`src/cpmc_defs.vh`:
```
// register offsets, field positions, reset values and codes for clock control
`ifndef CPMC_DEFS_VH
`define CPMC_DEFS_VH
`define CPMC_ADDR_CLK        8'ha3
`define CPMC_ADDR_PWR        8'ha4
`define CPMC_ADDR_LFC        8'had
`define CPMC_CLK_RESET       8'h00
`define CPMC_PWR_RESET       8'h00
`define CPMC_LFC_RESET       8'h02
`define CPMC_LFC_SRC_RESET   3'h2
`define CPMC_CLK_KEEPX_BIT   7
`define CPMC_CLK_BYPASS_BIT  6
`define CPMC_CLK_OSC_HI      5
`define CPMC_CLK_OSC_LO      4
`define CPMC_CLK_XIRQ_BIT    3
`define CPMC_LFC_PHASE_BIT   7
`define CPMC_LFC_READY_BIT   6
`define CPMC_LFC_XSRC_BIT    3
`define CPMC_PWR_PIN_BIT     7
`define CPMC_PWR_TICK_BIT    6
`define CPMC_PWR_COMP_BIT    5
`define CPMC_OSC_BOTH        2'b00
`define CPMC_OSC_RC          2'b01
`define CPMC_OSC_XTAL        2'b10
`define CPMC_MODE_OFF        3'h0
`define CPMC_MODE_DEEP       3'h1
`define CPMC_MODE_MEM_OFF    3'h2
`define CPMC_MODE_MEM_ON     3'h3
`define CPMC_MODE_REG        3'h4
`define CPMC_MODE_STBY       3'h7
`define CPMC_LF_XTAL32       3'h0
`define CPMC_LF_RC32         3'h1
`define CPMC_LF_SYNTH        3'h2
`define CPMC_LF_PIN_LOW      3'h3
`define CPMC_LF_PIN_DIG      3'h4
`define CPMC_LF_NONE         3'h7
`define CPMC_DIV_W           7
`endif

```
`src/cpmc_clock_power.v`:
```
// clock and power mode control: registers, oscillator select, sleep entry
// Notes on behaviour
// - core clock divided by 2**code, 16M..125k
// - osc field picks both, rc or crystal
// - default runs rc, then crystal once running
// - osc field applied only after retention/deep sleep
// - bypass takes core clock from crystal pin
// - crystal-ready irq gated by enable bit
// - low-freq register shows phase and ready
// - status bit shows crystal is clock source
// - three-bit low-freq source select
// - synthesized low clock off with crystal stopped
// - hold core start until low clock runs
// - power-down write of 1-4 or 7 enters a mode
// - power-down read returns previous mode
// - wakeup cause flags pin, tick, comparator
// - cause flags clear on read or entry
// - register retention timers follow low source
// - register retention/standby wake resumes, no reset
//
// Our own choice: the strobed register port.
`timescale 1ns/1ps
`default_nettype none
`include "cpmc_defs.vh"
module cpmc_clock_power (
  input  wire       sys_clk,          // block clock, 200 MHz
  input  wire       srst,             // synchronous reset, active high
  input  wire [7:0] reg_addr,         // register address
  input  wire [7:0] reg_wdata,        // write data
  input  wire       reg_wr,           // write strobe
  input  wire       reg_rd,           // read strobe
  output reg  [7:0] reg_rdata_q,      // read data, cycle after strobe
  input  wire       crystal_16m_ok,   // crystal oscillator running
  input  wire       rc_16m_ok,        // rc oscillator running
  input  wire       low_freq_clock,   // selected 32 kHz clock level
  input  wire       low_freq_ok,      // selected 32 kHz source running
  input  wire       wake_pin,         // pin wakeup event
  input  wire       wake_tick,        // periodic tick wakeup event
  input  wire       wake_comp,        // comparator wakeup event
  input  wire       wake_other,       // any other wakeup source
  output reg        crystal_16m_en_q, // start crystal oscillator
  output reg        rc_16m_en_q,      // start rc oscillator
  output reg        core_src_xtal_q,  // core clock from crystal
  output reg        core_bypass_q,    // core clock from crystal_input_pin
  output reg        core_clk_en_q,    // core clock enable (divided)
  output reg        core_run_q,       // core allowed to execute
  output reg  [2:0] low_freq_sel_q,   // low-freq source to clock tree
  output reg        synth_lf_en_q,    // synthesized 32 kHz running
  output reg        timers_on_q,      // timers powered in sleep
  output reg  [2:0] sleep_mode_q,     // current low-power mode, 0 active
  output reg        system_reset_q,   // wake needs a full restart
  output reg        crystal_ready_irq_q // crystal active pulse
);
  // state codes
  localparam ST_RUN   = 2'h0;  // active
  localparam ST_SLEEP = 2'h1;  // in a low-power mode
  localparam ST_WAIT  = 2'h2;  // waiting for clocks after wake

  reg [7:0] clk_reg_q;     // mcu_clock_setup
  reg [1:0] osc_act_q;     // oscillator-start value in force
  reg [2:0] lf_src_q;      // low_freq_clock_setup source field
  reg [2:0] prev_mode_q;   // previous power-down mode
  reg [2:0] cause_q;       // pin, tick, comparator flags
  reg [2:0] pend_cmd_q;    // command captured from the write
  reg [1:0] state_q;       // control state
  reg       xtal_seen_q;   // crystal was running last cycle
  wire      div_tick;      // divided enable

  // decide if a low-freq source code names a real source
  function lf_active;
    input [2:0] s;
    begin
      lf_active = (s <= `CPMC_LF_PIN_DIG);
    end
  endfunction

  // codes accepted as power-down commands
  function cmd_valid;
    input [2:0] c;
    begin
      cmd_valid = (c != 3'h0) && (c != 3'h5) && (c != 3'h6);
    end
  endfunction

  wire wr_clk = reg_wr && (reg_addr == `CPMC_ADDR_CLK);
  wire wr_pwr = reg_wr && (reg_addr == `CPMC_ADDR_PWR);
  wire wr_lfc = reg_wr && (reg_addr == `CPMC_ADDR_LFC);
  wire rd_pwr = reg_rd && (reg_addr == `CPMC_ADDR_PWR);
  wire any_wake = wake_pin | wake_tick | wake_comp | wake_other;
  wire [2:0] ev = {wake_pin, wake_tick, wake_comp};
  wire [1:0] osc_new = clk_reg_q[`CPMC_CLK_OSC_HI:`CPMC_CLK_OSC_LO];
  wire osc_apply = (pend_cmd_q == `CPMC_MODE_DEEP) ||
                   (pend_cmd_q == `CPMC_MODE_MEM_OFF) ||
                   (pend_cmd_q == `CPMC_MODE_MEM_ON) ||
                   (pend_cmd_q == `CPMC_MODE_REG);
  // crystal stopped in deep sleep and memory retention
  wire xtal_stop = (sleep_mode_q == `CPMC_MODE_DEEP) ||
                   (sleep_mode_q == `CPMC_MODE_MEM_OFF) ||
                   (sleep_mode_q == `CPMC_MODE_MEM_ON);
  // clocks needed before core may run
  wire lf_hold = lf_active(lf_src_q) && !low_freq_ok;
  wire hf_ok = core_src_xtal_q ? crystal_16m_ok : rc_16m_ok;

  // divider for the core clock enable
  cpmc_clk_div u_div (
    .sys_clk (sys_clk),
    .srst    (srst),
    .div_sel (clk_reg_q[2:0]),
    .tick_q  (div_tick)
  );

  // register writes
  always @(posedge sys_clk) begin
    if (srst) begin
      clk_reg_q <= `CPMC_CLK_RESET;
      lf_src_q  <= `CPMC_LFC_SRC_RESET;
    end else begin
      if (wr_clk) begin
        clk_reg_q <= reg_wdata;  // 11 in osc field stored, treated as 00
      end
      if (wr_lfc) begin
        lf_src_q <= reg_wdata[2:0];
      end
    end
  end

  // power state machine; command acted on the cycle after the write
  always @(posedge sys_clk) begin
    if (srst) begin
      state_q        <= ST_WAIT;  // start waits for clocks
      pend_cmd_q     <= 3'h0;
      sleep_mode_q   <= `CPMC_MODE_OFF;
      prev_mode_q    <= `CPMC_MODE_OFF;
      osc_act_q      <= `CPMC_OSC_BOTH;
      system_reset_q <= 1'b0;
    end else begin
      pend_cmd_q     <= wr_pwr ? reg_wdata[2:0] : 3'h0;
      system_reset_q <= 1'b0;
      case (state_q)
        ST_RUN: begin
          if (cmd_valid(pend_cmd_q)) begin
            state_q      <= ST_SLEEP;
            sleep_mode_q <= pend_cmd_q;
            prev_mode_q  <= pend_cmd_q;
            if (osc_apply) begin
              osc_act_q <= osc_new;
            end
          end
        end
        ST_SLEEP: begin
          if (any_wake) begin
            state_q <= ST_WAIT;
            // deep sleep and memory retention restart the core
            system_reset_q <= !((sleep_mode_q == `CPMC_MODE_REG) ||
                                (sleep_mode_q == `CPMC_MODE_STBY));
          end
        end
        ST_WAIT: begin
          sleep_mode_q <= `CPMC_MODE_OFF;
          if (!lf_hold && hf_ok) begin
            state_q <= ST_RUN;
          end
        end
        default: begin
          state_q <= ST_RUN;
        end
      endcase
    end
  end

  // wakeup cause flags: set wins over read clear
  always @(posedge sys_clk) begin
    if (srst) begin
      cause_q <= 3'h0;
    end else if (state_q == ST_RUN && cmd_valid(pend_cmd_q)) begin
      cause_q <= 3'h0;
    end else if (rd_pwr) begin
      cause_q <= ev;
    end else if (state_q == ST_SLEEP) begin
      cause_q <= cause_q | ev;
    end
  end

  // oscillator enables, core source and clock outputs
  always @(posedge sys_clk) begin
    if (srst) begin
      crystal_16m_en_q    <= 1'b1;
      rc_16m_en_q         <= 1'b1;
      core_src_xtal_q     <= 1'b0;
      core_bypass_q       <= 1'b0;
      core_clk_en_q       <= 1'b0;
      core_run_q          <= 1'b0;
      low_freq_sel_q      <= `CPMC_LFC_SRC_RESET;
      synth_lf_en_q       <= 1'b0;
      timers_on_q         <= 1'b0;
      xtal_seen_q         <= 1'b0;
      crystal_ready_irq_q <= 1'b0;
    end else begin
      // osc field select; rc kept on in deep sleep is software's job
      crystal_16m_en_q <= (osc_act_q != `CPMC_OSC_RC) && !xtal_stop &&
                          !(sleep_mode_q == `CPMC_MODE_REG &&
                            !clk_reg_q[`CPMC_CLK_KEEPX_BIT]);
      rc_16m_en_q      <= (osc_act_q != `CPMC_OSC_XTAL);
      // rc first, crystal once it runs; never flag a stopped crystal
      core_src_xtal_q  <= (osc_act_q != `CPMC_OSC_RC) &&
                          crystal_16m_ok;
      core_bypass_q    <= clk_reg_q[`CPMC_CLK_BYPASS_BIT];
      core_clk_en_q    <= div_tick && (state_q == ST_RUN);
      core_run_q       <= (state_q == ST_RUN);
      low_freq_sel_q   <= lf_src_q;
      synth_lf_en_q    <= (lf_src_q == `CPMC_LF_SYNTH) &&
                          crystal_16m_ok && !xtal_stop;
      // memory retention follows its code, register retention the source
      timers_on_q      <= (sleep_mode_q == `CPMC_MODE_MEM_ON) ||
                          ((sleep_mode_q == `CPMC_MODE_REG) &&
                           lf_active(lf_src_q));
      xtal_seen_q      <= crystal_16m_ok;
      crystal_ready_irq_q <= crystal_16m_ok && !xtal_seen_q &&
                             clk_reg_q[`CPMC_CLK_XIRQ_BIT];
    end
  end

  // read mux; reserved bits read as zero
  always @(posedge sys_clk) begin
    if (srst) begin
      reg_rdata_q <= 8'h00;
    end else if (reg_rd) begin
      case (reg_addr)
        `CPMC_ADDR_CLK: reg_rdata_q <= clk_reg_q;
        `CPMC_ADDR_PWR: reg_rdata_q <= {cause_q, 2'b00,
                                        prev_mode_q};
        `CPMC_ADDR_LFC: reg_rdata_q <= {low_freq_clock, low_freq_ok,
                                        2'b00, core_src_xtal_q,
                                        lf_src_q};
        default:        reg_rdata_q <= 8'h00;
      endcase
    end else begin
      reg_rdata_q <= 8'h00;
    end
  end
endmodule // cpmc_clock_power
`default_nettype wire

```
`src/cpmc_clk_div.v`:
```
// core clock enable divider: pulse every 2**sel cycles of the block clock
`timescale 1ns/1ps
`default_nettype none
`include "cpmc_defs.vh"
module cpmc_clk_div (
  input  wire       sys_clk,   // block clock
  input  wire       srst,      // synchronous reset
  input  wire [2:0] div_sel,   // divider code, 000 = undivided
  output reg        tick_q     // one-cycle enable at the divided rate
);
  reg [`CPMC_DIV_W-1:0] cnt_q;  // free running prescaler
  reg [`CPMC_DIV_W-1:0] mask;   // low bits that must be all ones

  // build the mask from the code: 000 -> 0, 111 -> 7f
  always @* begin
    mask = (7'h7f >> (3'h7 - div_sel));
    if (div_sel == 3'h0) begin
      mask = 7'h00;
    end
  end

  // count and fire when masked bits roll over
  always @(posedge sys_clk) begin
    if (srst) begin
      cnt_q  <= 7'h00;
      tick_q <= 1'b0;
    end else begin
      cnt_q  <= cnt_q + 7'h01;
      tick_q <= ((cnt_q & mask) == mask);
    end
  end
endmodule // cpmc_clk_div
`default_nettype wire

```
`config.mk`:
```
export PLATFORM = sky130hd
export DESIGN_NAME = cpmc_clock_power
export DESIGN_NICKNAME = d
export VERILOG_FILES = /design/src/cpmc_clock_power.v /design/src/cpmc_clk_div.v
export VERILOG_INCLUDE_DIRS = /design/src
export SDC_FILE = /design/constraint.sdc
export NUM_CORES = 1
export LEC_CHECK = 0
export ABC_AREA = 1
export BUFFER_PORTS_ARGS = -buffer_cell sky130_fd_sc_hd__buf_2
export CAP_MARGIN = 20
export CORE_ASPECT_RATIO = 2
export CORE_MARGIN = 2
export CORE_UTILIZATION = 48
export CTS_CLUSTER_DIAMETER = 120
export CTS_CLUSTER_SIZE = 20
export DETAILED_ROUTE_END_ITERATION = 10
export PLACE_DENSITY = 0.73
export SYNTH_ARGS = -nofsm -noshare
export SYNTH_HDL_FRONTEND = slang
export SYNTH_HIERARCHICAL = 1
export SYNTH_SLANG_ARGS = --single-unit
```
`constraint.sdc`:
```
create_clock -name sys_clk -period 1.24 [get_ports sys_clk]
set_clock_uncertainty 0.2 [all_clocks]
set_input_delay 0.248 -clock sys_clk [delete_from_list [all_inputs] [get_ports sys_clk]]
set_output_delay 0.248 -clock sys_clk [all_outputs]
set_load 0.1 [all_outputs]
```
# After elaboration in Yosys (flattened, before gate mapping)
# Index checks and enable logic that the tools add are counted.
# classes
add_sub_neg,2
order_cmp,1
eq_ne,23
shift,1
mux,11
bitwise,9
reduce_logical,46
# ops
op,n
== test 8 bit (second input constant),3
case mux 8 bit (3 select lines),1
logical AND 1 bit,19
== test 3 x 2 -> 1 bit (second input constant),5
== test 3 bit (second input constant),3
2-to-1 mux 3 bit,3
inequality test 2 bit (second input constant),4
adder 7 x 1 -> 7 bit (second input constant),1
AND 7 bit,1
== test 7 bit,1
zero test 1 bit,7
logical OR 1 bit,7
2-to-1 mux 7 bit,1
>> shifter 7 x 3 -> 7 bit (first input constant),1
== test 3 x 1 -> 1 bit (second input constant),2
2-to-1 mux 2 bit,3
inequality test 3 bit (second input constant),2
case mux 2 bit (3 select lines),1
case mux 3 bit (2 select lines),1
AND reduction 3 bit,2
OR reduction 2 bit,3
inverter 1 bit,4
AND reduction 2 bit,2
nonzero test 2 bit,2
other kinds (12),14
# totals
ff_bits,57

# Longest topological paths before layout
# depth
ltp_word,6
ltp_mapped,8
ltp_nobuf,7

# Cells and area by module
# Netlist, hierarchy kept.
# by_module_without_submodules
module,instances,cells_per_inst,area_per_inst_um2
cpmc_clock_power,1,267,2015.7
cpmc_clk_div,1,51,350.3

# Worst setup path after synthesis
# OpenSTA, ideal clock, no wires.
# synth_path
path_kind,register to register
from,reg sleep_mode_q[2]
to,reg crystal_16m_en_q
arrival_ns,1.607
path_slack_ns,-0.692
stages_incl_launch_ff,5
period_less_slack_ns,1.932
path_cell_list,dfxtp_1 > inv_1 > nor3_1 > a211o_1 > nand2_1
# synth_between
elab_chain_cells,6
# synth_rtl
element,line,rtl
"start, declared",cpmc_clock_power.v:50,"output reg [2:0] sleep_mode_q,"
"start signal, assigned",cpmc_clock_power.v:132,sleep_mode_q <= `CPMC_MODE_OFF;
"start signal, assigned",cpmc_clock_power.v:143,sleep_mode_q <= pend_cmd_q;
"start signal, assigned",cpmc_clock_power.v:159,sleep_mode_q <= `CPMC_MODE_OFF;
== test 3 x 1 -> 1 bit (no line) / == test 3 x 2 -> 1 bit (equally long branches),--,
logical OR 1 bit (2 in series),cpmc_clock_power.v:97,wire xtal_stop = (sleep_mode_q == `CPMC_MODE_DEEP) ||
zero test 1 bit,cpmc_clock_power.v:200,crystal_16m_en_q <= (osc_act_q != `CPMC_OSC_RC) && !xtal_stop &&
logical AND 1 bit,cpmc_clock_power.v:200,
logical AND 1 bit *,cpmc_clock_power.v:200,
"end signal, assigned",cpmc_clock_power.v:200,
"end, declared",cpmc_clock_power.v:41,"output reg crystal_16m_en_q,"
# Every way passes the cells marked *; elsewhere a longest branch is shown, timed or not.
# A chain may end at the register's enable or synchronous reset.

# Worst setup path in the final report
# layout_path
from,reg pend_cmd_q[1]
to,reg prev_mode_q[2]
# layout_between
elab_chain_cells,4
# layout_rtl
element,line,rtl
"start, declared",cpmc_clock_power.v:64,reg [2:0] pend_cmd_q;
"start signal, assigned",cpmc_clock_power.v:137,pend_cmd_q <= wr_pwr ? reg_wdata[2:0] : 3'h0;
inequality test 3 bit / nonzero test 3 bit (equally long branches),cpmc_clock_power.v:81,cmd_valid = (c != 3'h0) && (c != 3'h5) && (c != 3'h6);
logical AND 1 bit,cpmc_clock_power.v:81,
logical AND 1 bit *,cpmc_clock_power.v:81,
AND reduction 2 bit (no line) *,--,
"end signal, assigned",cpmc_clock_power.v:133,prev_mode_q <= `CPMC_MODE_OFF;
"end signal, assigned",cpmc_clock_power.v:144,prev_mode_q <= pend_cmd_q;
"end, declared",cpmc_clock_power.v:62,reg [2:0] prev_mode_q;
# Marks and branches as above.

==> metrics.md <==
| Metric | Value |
|---|---|
| Status | finished, violations left |
| Failing checks | negative hold slack, negative setup slack |
| Delay-heaviest family, CP | simple AND/OR/NAND/NOR gates |
| Crit path DAT | 1.38 ns |
| Largest family of logic cells by synthesized area | simple AND/OR/NAND/NOR gates |
| CP Max Fanout | 5 |
| Net count after synthesis | 347 |
| Fin. max-slew vios | 0 |
| Synthesized area per cell | 7.440 sq um |
| # rows | 36 |
| CP Class | flip-flop to flip-flop |
| Antenna viol nets, final | 0 |
| Worst Tran Pin Value | 0.2914 ns |
| Worst R2R End | prev_mode_q[2]$_SDFFE_PP0P_ |
| Critical path startpoint category | flip-flop |
| FF-to-FF setup slack | -0.11 ns |
| CTS root buf | clkbuf_8 |
| Via-to-Cell Ratio | 5.329 |
| Global-route wire length before repair | 10.70 mm |
| Max capacitance violation total | 0 |
| Initial core utilization | 0.4909 |
| Crit path to | prev_mode_q[2]$_SDFFE_PP0P_ |
| Placed Area | 0.003299 sq mm |
| PortBufs | 51 |
| Final std cells w/o fill | 486 |
| Worst-case clock buffer depth | 2 |
| CTS tree | yes |
| Initial antenna violation count | 0 |
| Worst path bufs/invs | 1 |
| Synth Register Bits | 57 |
| Share of cells above drive strength 1 | 0.4406 |
| Largest net degree at the start of global routing | 19 |
| Worst vdd ir | 1.044 mV |
| Most frequent cells in the layout | nand2_1, nor2_1, inv_1 |
| Global Route Usage Sum | 0.2697 |
| Grt ovf | 0 |
| CP Depth | 6 |
| Multiplexer share of the synthesized area | 0.004759 |
| Final WL | 7.528 mm |
| Reg2Reg Depth | 6 |
| Dpl hpwl | 4.841 mm |
| CTS sink count | 57 |
| Worst skew pair latency | 0.34 ns |
| CP endpoint kind | flip-flop |
| Peak per-stage delay on the critical path | 0.34 ns |
| Compound-Gate Fraction of Synth Area | 0.06399 |
| First-pass detailed-route iteration total | 5 |
| Largest area contributor in the netlist | dfxtp_1 |
| Fmax | 0.7394 GHz |
| Total CTS buffers | 9 |
| LEAKAGE | 1.734 nW |
| Period utilization | 1.091 |
| Worst Setup SP | pend_cmd_q[1]$_SDFF_PP0_ |
| Adder and majority gate portion of the synthesized area | 0.005288 |
| Post-layout nets | 453 |
| I/O pin count | 52 |
| Vias in the first global route | 2493 |
| Distinct cell type count after synthesis | 29 |
| Post-synthesis xor/xnor area fraction | 0.007403 |
| Clock-pin slew on the worst setup and hold paths | 0.07 ns |
| Register area share after synthesis | 0.4823 |
| Die W | 53.65 microns |
| Slowest CP cell | dfxtp_2 |
| CORE AREA | 0.004820 sq mm |
| Area delta synth->final | 65.68% |
| Power Density | 1034 mW/mm^2 |
| DR DRC count | 0 |
| Filler Cells Inserted | 262 |
| Slew margin rel. | 0.8036 |
| Setup ws final | -0.1124 ns |
| Die Y | 103.3 microns |
| Synth Cell Area | 0.002366 sq mm |
| Placed insts | 448 |
| Detailed Route Iter0 Violations | 107 |
| Final GP Congestion | 0.8204 |
| Total number of vias | 2590 |
| N_diodes | 0 |
| Post-layout min period | 1.352 ns |
| H-tree levels | 3 |
| RR Startpoint | pend_cmd_q[1]$_SDFF_PP0_ |
| Crit path required time | 1.26 ns |
| Unrepaired setup endpoints after global routing | true |
| Top cells by area, synth | dfxtp_1, nand2_1, nand3_1 |
| Commonest non-fill, non-tap cell in the layout | nand2_1 |
| Wire per inst | 15.49 microns |
| Die area | 0.005541 sq mm |
| Synthesis Warnings | 6 |
| Tightest Hold Check Type | primary input to flip-flop |
| Final Hold Fails | 1 |
| Final setup viols | 37 |
| Top-area cell type share of the netlist area | 0.4823 |
| Design Area, Final | 0.003920 sq mm |
| Post-synthesis simple-gate area fraction | 0.3570 |
| Fin Hold WS | -0.0009254 ns |
| CP Cell Sequence | nor2_4 > xnor2_2 > nand2_2 > buf_6 > nand4_1 > nand2_1 |
| Gate Count Post-Synth | 318 |
-- worst min-delay path: stages --
cell and delay (ns):
buf_2 0.09, nand2_1 0.11, inv_1 0.07
-- worst min path at each step --
stage	start	end	slack (ns)	depth (start not counted)
after floorplan	srst	u_div/cnt_q[0]$_SDFF_PP0_	0.11	1
after global placement	xtal_seen_q$_SDFF_PP0_	crystal_ready_irq_q$_SDFF_PP0_	0.18	1
after detailed placement	xtal_seen_q$_SDFF_PP0_	crystal_ready_irq_q$_SDFF_PP0_	0.19	1
after CTS	crystal_16m_ok	xtal_seen_q$_SDFF_PP0_	0.0003	3
after global routing	crystal_16m_ok	xtal_seen_q$_SDFF_PP0_	0.02	3
final	crystal_16m_ok	xtal_seen_q$_SDFF_PP0_	-0.0009	3
-- flip-flops by register name, indices dropped and copies added, names as in the netlist, 3 cells and up --
register	cells
prev_mode_q	3
low_freq_sel_q	3
lf_src_q	3
sleep_mode_q	3
pend_cmd_q	3
cause_q	3
reg_rdata_q	8
u_div/cnt_q	7
clk_reg_q	8
-- through the flow --
| stage | hold slack [ns] | power, mW | setup TNS, ns | utilization | setup slack (ns) |
|---|---|---|---|---|---|
| detailed placement | 0.1877 | 2.212 | -5.502 | 0.6846 | -0.2442 |
| floorplan | 0.1147 | 2.046 | -0.1762 | - | -0.07907 |
| global route | 0.01961 | 4.204 | -3.612 | 0.8133 | -0.1396 |
| CTS | 0.0002560 | 4.042 | -2.916 | 0.7679 | -0.1136 |
| finish | -0.0009254 | 4.054 | -2.367 | 0.8133 | -0.1124 |
| global placement | 0.1784 | 2.204 | -4.507 | 0.6846 | -0.2000 |
-- timing repair --
item                       CTS  global route
buffers inserted             6             6
pin swaps                    0            21
hold buffers                11             0
gates resized for setup     10            45
gates cloned                 0             0
setup endpoints to repair   39            49
hold endpoints to repair    14             0
-- cell type report --
class                   instances  area (sq um)  share of cell area
inverters                      42         160.2             0.04086
multi-input cells             213          1217              0.3106
clock inverters                 6         65.06             0.01660
flip-flops and latches         57          1191              0.3039
clock buffers                  10         148.9             0.03798
repair buffers                101          1066              0.2719
well taps                      57         71.32             0.01819
-- per-layer routing --
| metal | GRT usage | vias to the layer above | wire (microns) |
|---|---|---|---|
| met5 | 0 | - | 0 |
| met4 | 0.2071 | 0 | 410 |
| met3 | 0.05747 | 35 | 370 |
| met2 | 0.4748 | 125 | 4302 |
| met1 | 0.2599 | 1195 | 2445 |
| li1 | - | 1235 | - |
-- cell usage after synthesis --
library cell,number
o211ai_1,1
nand3_2,4
nor3_1,7
a21oi_1,21
nor2_1,46
mux2_2,1
clkinv_1,1
xnor2_1,1
nor4_1,1
inv_2,1
nand4_1,9
a211o_1,1
nor3_4,1
and3_1,1
buf_4,2
dfxtp_1,57
nor2_4,3
o21ai_0,6
nand3_1,35
nand2_4,1
nand4_2,1
inv_1,40
nor2_2,2
nand2_1,66
xor2_1,1
clkbuf_1,4
or2_2,1
ha_1,1
nand2_2,2
-- power by group --
group          internal, mW  switching (mW)  total (mW)
Clock                  1.05           0.760        1.81
Sequential             1.85          0.0187        1.87
Combinational         0.168           0.212       0.381
-- cells by family after synthesis --
| group | Yosys count |
|---|---|
| adder cells (fa/ha/maj) | 1 |
| AND/OR/NAND/NOR | 180 |
| flip-flops | 57 |
| buffers and inverters | 48 |
| XOR/XNOR | 2 |
| AO/OA/AOI/OAI | 29 |
| multiplexers | 1 |
No activity file was read; power rests on OpenSTA's default activity.
